$ cat config.mk
export PLATFORM = sky130hd
export DESIGN_NAME = sac_top
export DESIGN_NICKNAME = d
export VERILOG_FILES = /design/src/hw/sac_pkg.sv /design/src/hw/sac_corrector.sv /design/src/hw/sac_top.sv
export SDC_FILE = /design/constraint.sdc
export NUM_CORES = 1
export LEC_CHECK = 0
export BUFFER_PORTS_ARGS = -buffer_cell sky130_fd_sc_hd__buf_2
export CORE_AREA = 8 8 255 183
export DETAILED_ROUTE_END_ITERATION = 8
export DIE_AREA = 0 0 263 191
export PLACE_DENSITY = 0.71
export SLEW_MARGIN = 25
export SYNTH_ARGS = -nofsm -noshare
export SYNTH_HDL_FRONTEND = slang
export SYNTH_SLANG_ARGS = --single-unit
$ cat constraint.sdc
create_clock -name pclk -period 7.8 [get_ports pclk]
set_input_delay 1.17 -clock pclk [delete_from_list [all_inputs] [get_ports pclk]]
set_output_delay 1.17 -clock pclk [all_outputs]
set_load 0.005 [all_outputs]
$ cat src/hw/sac_pkg.sv
//------------------------------------------------------------
//------------------------------------------------------------
package sac_pkg;
    // register indexes; the byte address on the bus is four times the index
    localparam logic [7:0] SAC_IDX_OFFSET_HIGH = 8'h84;
    localparam logic [7:0] SAC_IDX_OFFSET_LOW = 8'h85;
    localparam logic [7:0] SAC_IDX_GAIN_TRIM = 8'h86;
    localparam logic [7:0] SAC_IDX_OVC_CONFIG = 8'h87;
    localparam logic [7:0] SAC_IDX_IRQ_STATUS = 8'h88;
    localparam logic [7:0] SAC_IDX_IRQ_MASK = 8'h89;
    localparam logic [7:0] SAC_IDX_RESULT = 8'h8a;
    localparam logic [7:0] SAC_IDX_STATE = 8'h8b;
    // field positions
    localparam int SAC_OVC_EN_BIT = 15;
    localparam int SAC_OVC_POL_BIT = 14;
    localparam int SAC_OVC_SPARE_BIT = 13;
    localparam int SAC_OVC_CNT_MSB = 12;
    localparam int SAC_OVC_CNT_LSB = 8;
    localparam int SAC_GAIN_FRAC_BITS = 16;
    // interrupt status bits
    localparam int SAC_IRQ_RESULT_BIT = 0;
    localparam int SAC_IRQ_FAULT_BIT = 1;
    localparam int SAC_IRQ_SAT_BIT = 2;
    // reset values
    localparam logic [15:0] SAC_OFFSET_HIGH_RST = 16'h0000;
    localparam logic [7:0] SAC_OFFSET_LOW_RST = 8'h00;
    localparam logic [15:0] SAC_GAIN_TRIM_RST = 16'h0000;
    localparam logic [15:0] SAC_OVC_CONFIG_RST = 16'h0000;
    localparam logic [2:0] SAC_IRQ_RST = 3'h0;
    // corrector pipeline states
    typedef enum logic [1:0] {SAC_IDLE, SAC_ADD, SAC_MUL, SAC_DONE} sac_state_t;
endpackage

$ cat src/hw/sac_corrector.sv
`timescale 1ns/100ps
// two-step correction: offset add, then gain multiply with saturation
module sac_corrector (
    // clock and reset
    input wire logic pclk,
    input wire logic presetn,
    // request
    input wire logic start,
    input wire logic [23:0] raw_result,
    input wire logic [23:0] offset_trim_value,
    input wire logic [15:0] gain_trim_value,
    // answer
    output logic busy,
    output logic done,
    output logic saturated,
    output logic [23:0] corrected
);
    //------------------------------------------------------------
    // sequencing
    //------------------------------------------------------------
    sac_pkg::sac_state_t state_reg, state_next;
    logic signed [24:0] sum_reg, sum_next;
    logic [23:0] out_reg, out_next;
    logic sat_reg, sat_next;
    logic signed [42:0] product;
    logic signed [26:0] scaled;

    // factor is 1 + code/2^16, so product = sum*2^16 + sum*code
    assign product = (43'(sum_reg) <<< sac_pkg::SAC_GAIN_FRAC_BITS)
                   + 43'(sum_reg) * 43'(signed'(gain_trim_value));
    assign scaled = 27'(product >>> sac_pkg::SAC_GAIN_FRAC_BITS);

    // next state and datapath
    always_comb begin
        state_next = state_reg;
        sum_next = sum_reg;
        out_next = out_reg;
        sat_next = sat_reg;
        case (state_reg)
            sac_pkg::SAC_IDLE: begin
                if (start) begin
                    // capture the raw code now: the converter may move on after its strobe
                    sum_next = 25'(signed'(raw_result));
                    state_next = sac_pkg::SAC_ADD;
                end
            end
            sac_pkg::SAC_ADD: begin
                // raw code add; weight of one step follows the converter scale
                sum_next = sum_reg + 25'(signed'(offset_trim_value));
                state_next = sac_pkg::SAC_MUL;
            end
            sac_pkg::SAC_MUL: begin
                // clamp rather than wrap: a wrapped current reading flips sign
                if (scaled > 27'sh7fffff) begin
                    out_next = 24'h7fffff;
                    sat_next = 1'b1;
                end else if (scaled < -27'sh800000) begin
                    out_next = 24'h800000;
                    sat_next = 1'b1;
                end else begin
                    out_next = scaled[23:0];
                    sat_next = 1'b0;
                end
                state_next = sac_pkg::SAC_DONE;
            end
            sac_pkg::SAC_DONE: begin
                state_next = sac_pkg::SAC_IDLE;
            end
            default: begin
                state_next = sac_pkg::SAC_IDLE;
            end
        endcase
    end

    // registers
    always_ff @(posedge pclk or negedge presetn) begin
        if (!presetn) begin
            state_reg <= sac_pkg::SAC_IDLE;
            sum_reg <= 25'sh0;
            out_reg <= 24'h0;
            sat_reg <= 1'b0;
        end else begin
            state_reg <= state_next;
            sum_reg <= sum_next;
            out_reg <= out_next;
            sat_reg <= sat_next;
        end
    end

    assign busy = (state_reg != sac_pkg::SAC_IDLE);
    assign done = (state_reg == sac_pkg::SAC_DONE);
    assign saturated = sat_reg;
    assign corrected = out_reg;
endmodule

$ cat src/hw/sac_top.sv
`timescale 1ns/100ps
// shunt converter A trim and overcurrent comparator configuration
module sac_top (
    // apb clock and reset
    input wire logic pclk,
    input wire logic presetn,
    // apb slave
    input wire logic psel,
    input wire logic penable,
    input wire logic pwrite,
    input wire logic [11:0] paddr,
    input wire logic [31:0] pwdata,
    input wire logic [3:0] pstrb,
    output logic [31:0] prdata,
    output logic pready,
    output logic pslverr,
    // converter side, same clock
    input wire logic shunt_converter_a_enable,
    input wire logic raw_valid,
    input wire logic [23:0] raw_result,
    // threshold flags from the comparator bank, external pins
    input wire logic [3:0] high_threshold_flag,
    input wire logic [3:0] low_threshold_flag,
    // results and status
    output logic result_valid,
    output logic [23:0] result_data,
    output logic fast_filter_enable,
    output logic [4:0] overcurrent_sample_count,
    output logic overcurrent_fault_output,
    output logic irq
);
    //------------------------------------------------------------
    // register state
    //------------------------------------------------------------
    logic [15:0] offset_high_reg, offset_high_next;
    logic [7:0] offset_low_reg, offset_low_next;
    logic [15:0] gain_trim_reg, gain_trim_next;
    logic [15:0] ovc_config_reg, ovc_config_next;
    logic [2:0] irq_status_reg, irq_status_next;
    logic [2:0] irq_mask_reg, irq_mask_next;
    logic [23:0] result_reg, result_next;
    logic result_valid_reg, result_valid_next;
    logic fault_reg, fault_next;
    logic [7:0] flags_meta_reg, flags_sync_reg;
    logic [31:0] prdata_reg, prdata_next;

    logic [23:0] offset_trim_value;
    logic [15:0] gain_trim_value;
    logic ovc_enable, ovc_polarity, ovc_armed, fault_raw;
    logic wr_access, rd_access, addr_ok, addr_hit;
    logic [7:0] reg_index;
    logic corr_busy, corr_done, corr_sat;
    logic [23:0] corr_out;
    logic [2:0] events;

    //------------------------------------------------------------
    // field views
    //------------------------------------------------------------
    // offset trim is split high word plus upper byte of the low word
    assign offset_trim_value = {offset_high_reg, offset_low_reg};
    assign gain_trim_value = gain_trim_reg;
    assign ovc_enable = ovc_config_reg[sac_pkg::SAC_OVC_EN_BIT];
    assign ovc_polarity = ovc_config_reg[sac_pkg::SAC_OVC_POL_BIT];
    // comparator only runs while the converter itself is enabled
    assign ovc_armed = ovc_enable && shunt_converter_a_enable;
    assign fast_filter_enable = ovc_armed;
    assign overcurrent_sample_count = ovc_config_reg[sac_pkg::SAC_OVC_CNT_MSB:sac_pkg::SAC_OVC_CNT_LSB];

    //------------------------------------------------------------
    // apb decode
    //------------------------------------------------------------
    // register byte address is four times the printed index
    assign reg_index = paddr[9:2];
    assign addr_ok = (paddr[1:0] == 2'b00) && (paddr[11:10] == 2'b00);
    assign addr_hit = addr_ok && (reg_index >= sac_pkg::SAC_IDX_OFFSET_HIGH)
                      && (reg_index <= sac_pkg::SAC_IDX_STATE);
    assign wr_access = psel && penable && pwrite;
    assign rd_access = psel && !penable && !pwrite;
    assign pready = 1'b1; // zero wait states
    assign pslverr = psel && penable && !addr_hit;

    //------------------------------------------------------------
    // threshold flag synchroniser
    //------------------------------------------------------------
    // flags come from outside this clock domain
    always_ff @(posedge pclk or negedge presetn) begin
        if (!presetn) begin
            flags_meta_reg <= 8'h00;
            flags_sync_reg <= 8'h00;
        end else begin
            flags_meta_reg <= {high_threshold_flag, low_threshold_flag};
            flags_sync_reg <= flags_meta_reg;
        end
    end

    // any high or low threshold flag raises the fault while armed
    assign fault_raw = ovc_armed && (|flags_sync_reg);

    //------------------------------------------------------------
    // correction engine
    //------------------------------------------------------------
    sac_corrector u_corrector (
        .pclk(pclk),
        .presetn(presetn),
        .start(raw_valid && !corr_busy && shunt_converter_a_enable),
        .raw_result(raw_result),
        .offset_trim_value(offset_trim_value),
        .gain_trim_value(gain_trim_value),
        .busy(corr_busy),
        .done(corr_done),
        .saturated(corr_sat),
        .corrected(corr_out)
    );

    // events for the sticky status register
    always_comb begin
        events = 3'h0;
        events[sac_pkg::SAC_IRQ_RESULT_BIT] = corr_done;
        events[sac_pkg::SAC_IRQ_FAULT_BIT] = fault_next && !fault_reg;
        events[sac_pkg::SAC_IRQ_SAT_BIT] = corr_done && corr_sat;
    end

    //------------------------------------------------------------
    // register write path and status
    //------------------------------------------------------------
    // one write per access phase; byte lanes honoured for 16-bit words
    always_comb begin
        offset_high_next = offset_high_reg;
        offset_low_next = offset_low_reg;
        gain_trim_next = gain_trim_reg;
        ovc_config_next = ovc_config_reg;
        irq_mask_next = irq_mask_reg;
        irq_status_next = irq_status_reg;
        if (wr_access && addr_ok) begin
            case (reg_index)
                sac_pkg::SAC_IDX_OFFSET_HIGH: begin
                    if (pstrb[0]) offset_high_next[7:0] = pwdata[7:0];
                    if (pstrb[1]) offset_high_next[15:8] = pwdata[15:8];
                end
                sac_pkg::SAC_IDX_OFFSET_LOW: begin
                    // low byte is reserved and keeps no state
                    if (pstrb[1]) offset_low_next = pwdata[15:8];
                end
                sac_pkg::SAC_IDX_GAIN_TRIM: begin
                    if (pstrb[0]) gain_trim_next[7:0] = pwdata[7:0];
                    if (pstrb[1]) gain_trim_next[15:8] = pwdata[15:8];
                end
                sac_pkg::SAC_IDX_OVC_CONFIG: begin
                    // bits 7:0 are never stored
                    if (pstrb[1]) ovc_config_next[15:8] = pwdata[15:8];
                end
                sac_pkg::SAC_IDX_IRQ_MASK: begin
                    if (pstrb[0]) irq_mask_next = pwdata[2:0];
                end
                sac_pkg::SAC_IDX_IRQ_STATUS: begin
                    if (pstrb[0]) irq_status_next = irq_status_reg & ~pwdata[2:0];
                end
                default: begin
                end
            endcase
        end
        // a new event wins over a clear in the same cycle
        irq_status_next = irq_status_next | events;
    end

    // read mux, registered during the setup phase
    always_comb begin
        prdata_next = prdata_reg;
        if (rd_access) begin
            prdata_next = 32'h0;
            if (addr_ok) begin
                case (reg_index)
                    sac_pkg::SAC_IDX_OFFSET_HIGH: prdata_next[15:0] = offset_high_reg;
                    sac_pkg::SAC_IDX_OFFSET_LOW: prdata_next[15:0] = {offset_low_reg, 8'h00};
                    sac_pkg::SAC_IDX_GAIN_TRIM: prdata_next[15:0] = gain_trim_reg;
                    sac_pkg::SAC_IDX_OVC_CONFIG: prdata_next[15:0] = ovc_config_reg;
                    sac_pkg::SAC_IDX_IRQ_STATUS: prdata_next[2:0] = irq_status_reg;
                    sac_pkg::SAC_IDX_IRQ_MASK: prdata_next[2:0] = irq_mask_reg;
                    sac_pkg::SAC_IDX_RESULT: prdata_next[23:0] = result_reg;
                    sac_pkg::SAC_IDX_STATE: prdata_next[3:0] = {corr_busy, ovc_armed, fault_reg, overcurrent_fault_output};
                    default: prdata_next = 32'h0;
                endcase
            end
        end
    end

    // result capture and fault tracking
    always_comb begin
        result_next = result_reg;
        result_valid_next = corr_done;
        fault_next = fault_raw;
        if (corr_done) begin
            result_next = corr_out;
        end
        // a disabled converter clears its data
        if (!shunt_converter_a_enable) begin
            result_next = 24'h0;
        end
    end

    // trim and comparator configuration
    always_ff @(posedge pclk or negedge presetn) begin
        if (!presetn) begin
            offset_high_reg <= sac_pkg::SAC_OFFSET_HIGH_RST;
            offset_low_reg <= sac_pkg::SAC_OFFSET_LOW_RST;
            gain_trim_reg <= sac_pkg::SAC_GAIN_TRIM_RST;
            ovc_config_reg <= sac_pkg::SAC_OVC_CONFIG_RST;
        end else begin
            offset_high_reg <= offset_high_next;
            offset_low_reg <= offset_low_next;
            gain_trim_reg <= gain_trim_next;
            ovc_config_reg <= ovc_config_next;
        end
    end

    // sticky status and its mask
    always_ff @(posedge pclk or negedge presetn) begin
        if (!presetn) begin
            irq_status_reg <= sac_pkg::SAC_IRQ_RST;
            irq_mask_reg <= sac_pkg::SAC_IRQ_RST;
        end else begin
            irq_status_reg <= irq_status_next;
            irq_mask_reg <= irq_mask_next;
        end
    end

    // corrected result and fault level
    always_ff @(posedge pclk or negedge presetn) begin
        if (!presetn) begin
            result_reg <= 24'h0;
            result_valid_reg <= 1'b0;
            fault_reg <= 1'b0;
        end else begin
            result_reg <= result_next;
            result_valid_reg <= result_valid_next;
            fault_reg <= fault_next;
        end
    end

    // read data, held from one read setup to the next
    always_ff @(posedge pclk or negedge presetn) begin
        if (!presetn) begin
            prdata_reg <= 32'h0;
        end else begin
            prdata_reg <= prdata_next;
        end
    end

    //------------------------------------------------------------
    // outputs
    //------------------------------------------------------------
    // polarity picks the level that signals a fault
    assign overcurrent_fault_output = ovc_polarity ? fault_reg : !fault_reg;
    assign irq = |(irq_status_reg & irq_mask_reg);
    assign prdata = prdata_reg;
    assign result_valid = result_valid_reg;
    assign result_data = result_reg;
endmodule

==> results.txt <==
* Result of the run: complete, no violations
- Sum of negative setup slack: 0 ns
- Clock-pin slew was measured on the worst setup and hold paths at 0.07 ns.
* Wire length reported by the detailed router: 63.3 mm
- Number of DRC violations after detailed-routing iteration 0: 1,455
- Routed Antenna Nets: 0
- Number of cell rows: 64
- In the synthesized netlist, the number of instances is 2,414.
- Dividing total power by cell area gives a power density of 168 nW/µm².
* Final Max Slew Viols: 0
- Cell with the most instances on the worst path: sky130_fd_sc_hd__fa_1
- Effective utilization at floorplan: 0.541
* Shortest clock period the worst path allows after layout: 7.52 ns
- In the synthesized netlist the dominant register cell turns out to be sky130_fd_sc_hd__dfrtp_1.
* Unique masters post-synth: 72
* Endpoints failing setup: 0
* Die X-Extent: 263 µm
- The worst setup path is captured at a register.
- Mean routed wirelength per cell: 20.6 µm
- After global routing the overflow that remains totals 0.
- Number of max-capacitance violations reported: 0
* Via-per-instance ratio: 5.62
- Measured slew at the worst slew-check pin: 1.06 ns
* CP required: 8.12 ns
- For this design the static power due to leakage is 12.9 nW.
* Crit share post-route: 0.965
* Final Hold Viols: 0
- Vias in the first global route: 18.6k
- The library cells used most frequently in the layout, excluding fill and tap cells, are sky130_fd_sc_hd__inv_1 (527), sky130_fd_sc_hd__fa_1 (419), sky130_fd_sc_hd__nand2_1 (301).
- Summing all non-filler instances in the final layout gives an area of 25,100 µm².
- In the final layout, the share of cells above drive strength 1 is 0.126.
* Number of iterations in the first detailed-routing pass: 5
- After synthesis the cells add up to 23,200 µm².
* Proportion of register bits with asynchronous set or reset after synthesis: 1.00
* Diodes inserted: 0
- Buffers on Ports: 126
* Pin count of the biggest net entering global routing: 97
* Maximum root-to-sink buffer count: 2
- Number of enable-type register cells in the synthesized netlist: 0
- Final weighted congestion in routability-driven placement: 0.950
* Delay of the slowest critical-path stage: 0.80 ns
- The path class of the tightest hold or removal check is reg2reg.
* Mean post-synth cell area: 9.62 µm²
- The final route contains 17.3k vias.
- Clock skew on the completed layout was measured at 0.0106 ns.
* Antenna violations before repair: 1
* Peak fanout along the critical path: 23
* Area Overhead vs Synth: 8.28%
- For this run, design rule violations remaining after detail routing come to 0.
- For this run, the register share of the synthesized area comes to 0.185.
* Arrival time of data at the critical path endpoint: 7.85 ns
- Slowest stage cell on the critical path: sky130_fd_sc_hd__dfrtp_1
* Setup repair after global routing missed its margin: false
- Relative slew slack: 0.289
* Detailed placement HPWL: 51.3 mm
* VDD IR max: 175 µV
* Max reg flops: 25
- The signal on the critical path passes through nand2_1 -> fa_1 -> fa_1 -> fa_1 -> fa_1 -> inv_1 -> fa_1 -> inv_1 -> fa_1 -> inv_1 -> ha_1 -> a211oi_2 -> o211ai_1 -> a311oi_1 -> o21ai_2 -> a31o_4 -> a221oi_4 -> xnor2_1 -> o211a_4 -> a221o_2.
- Clock tree root driver cell: sky130_fd_sc_hd__clkbuf_16
- The region available for standard cell placement spans 42,900 µm².
* Net count, final: 3,121
- Number of clock sinks seen by CTS: 172
- Grouping stages by cell kind, the critical path spends the most delay in adder cells.
* Max Clk Rate: 0.133 GHz
- The Yosys step of the flow raised 0 warnings.
* Leading cell type in the layout, fill and taps excluded: sky130_fd_sc_hd__inv_1
* Area enclosed by the die boundary: 50,200 µm²
- The worst setup path is of the reg2reg kind.
- Seq cells post-synth: 172
* Global-route wire length before repair: 102 mm
- In this run the post-CTS setup repair buffer count came out at 0.
- Post-DP Area: 24,500 µm²
- TritonCTS built the clock tree.
* Critical Path Start Type: register
* Worst-Skew Late Latency: 0.44 ns
- In the global route stage, overall resource usage came out at 0.257.
* I/O pin count: 154
- Die height: 191 µm
- Clock buffers created by TritonCTS: 17
- H-Tree Level Count: 4
- Worst Path Buf+Inv: 3
==> final timing paths <==
path / start / endpoint / slack, ns / cells after the start
setup / recovery: gain_trim_reg[3]$_DFFE_PN0P_ / u_corrector.corrected[1]$_DFFE_PN0P_ / 0.28 / 20
hold / removal: flags_meta_reg[6]$_DFF_PN0_ / flags_sync_reg[6]$_DFF_PN0_ / 0.35 / 0
setup reg to reg: gain_trim_reg[3]$_DFFE_PN0P_ / u_corrector.corrected[1]$_DFFE_PN0P_ / 0.28 / 20
hold reg to reg: flags_meta_reg[6]$_DFF_PN0_ / flags_sync_reg[6]$_DFF_PN0_ / 0.35 / 0
max in group asynchronous: presetn / gain_trim_reg[13]$_DFFE_PN0P_ / 5.70 / 2
min in group asynchronous: presetn / offset_high_reg[4]$_DFFE_PN0P_ / 0.82 / 1
==> what timing repair did <==
item	CTS	global route
endpoints found under the setup margin	0	23
gates resized for setup	0	10
hold buffers	0	0
==> cell usage after synthesis (all sizes together) (4+ instances only) <==
master	n	share of area
a211oi	10	0.0034
a21o	24	0.0079
a21oi	58	0.013
a221o	24	0.011
a221oi	5	0.0026
a22o	10	0.0038
a22oi	10	0.0032
a311oi	5	0.0019
a31oi	15	0.0047
and2	147	0.040
and3	17	0.0046
buf	22	0.0068
clkbuf	106	0.017
dfrtp	172	0.19
fa	419	0.36
ha	114	0.061
inv	527	0.085
mux2	50	0.024
mux2i	40	0.017
mux4	11	0.011
nand2	301	0.049
nand2b	6	0.0016
nand3	7	0.0015
nand4	7	0.0019
nor2	69	0.011
nor2b	32	0.0086
nor3	24	0.0058
nor4	6	0.0016
o211ai	4	0.0013
o21a	9	0.0029
o21ai	63	0.014
o21bai	5	0.0016
xnor2	36	0.014
xor2	18	0.0068
==> report_power, final <==
part	total, mW	internal, mW	switching [mW]
clock network	0.840	0.429	0.411
registers	1.49	1.07	0.418
logic	1.90	0.731	1.17
==> logic make-up (layout without fill, tap and decap cells) <==
group           after synthesis  count (layout)  synth area share
simple gates                627             627             0.129
xor+xnor                     54              54            0.0204
other cells                   2               9          0.000323
buf+inv                     658             751             0.110
mux                         101             101            0.0522
flops                       172             172             0.185
fa+ha+maj                   533             533             0.423
compound gates              267             267            0.0804
==> per-layer routing <==
metal | global-route usage | part of all wire | routed length, µm | up-vias
li1 | - | - | - | 7562
met2 | 0.407 | 0.45 | 28600 | 741
met4 | 0.0709 | 0.025 | 1610 | 0
met5 | 0 | 0 | 0 | -
met3 | 0.0607 | 0.095 | 6000 | 96
met1 | 0.356 | 0.43 | 27000 | 8897
==> metrics by stage <==
stage / setup WS [ns] / instances / util / hold WS (ns) / power (mW)
6_report: 0.276 / 3075 / 0.586 / 0.353 / 4.23
5_1_grt: 0.0322 / 3075 / 0.586 / 0.365 / 4.48
4_1_cts: 0.145 / 3075 / 0.585 / 0.358 / 4.19
3_5_place_dp: 0.180 / 3043 / 0.572 / 0.340 / 3.35
3_3_place_gp: 0.393 / 3043 / 0.572 / 0.332 / 3.29
2_1_floorplan: 0.732 / 2421 / - / 0.331 / 2.56
==> cell type report <==
class	instances	area (µm²)
clock buffers	17	425
clock inverters	15	151
fillers	3660	17800
inverters	529	1990
multi-input cells	1591	16400
flip-flops and latches	172	4320
well taps	561	702
repair buffers	190	1160
Note: power is estimated with default switching activity, not from simulation.
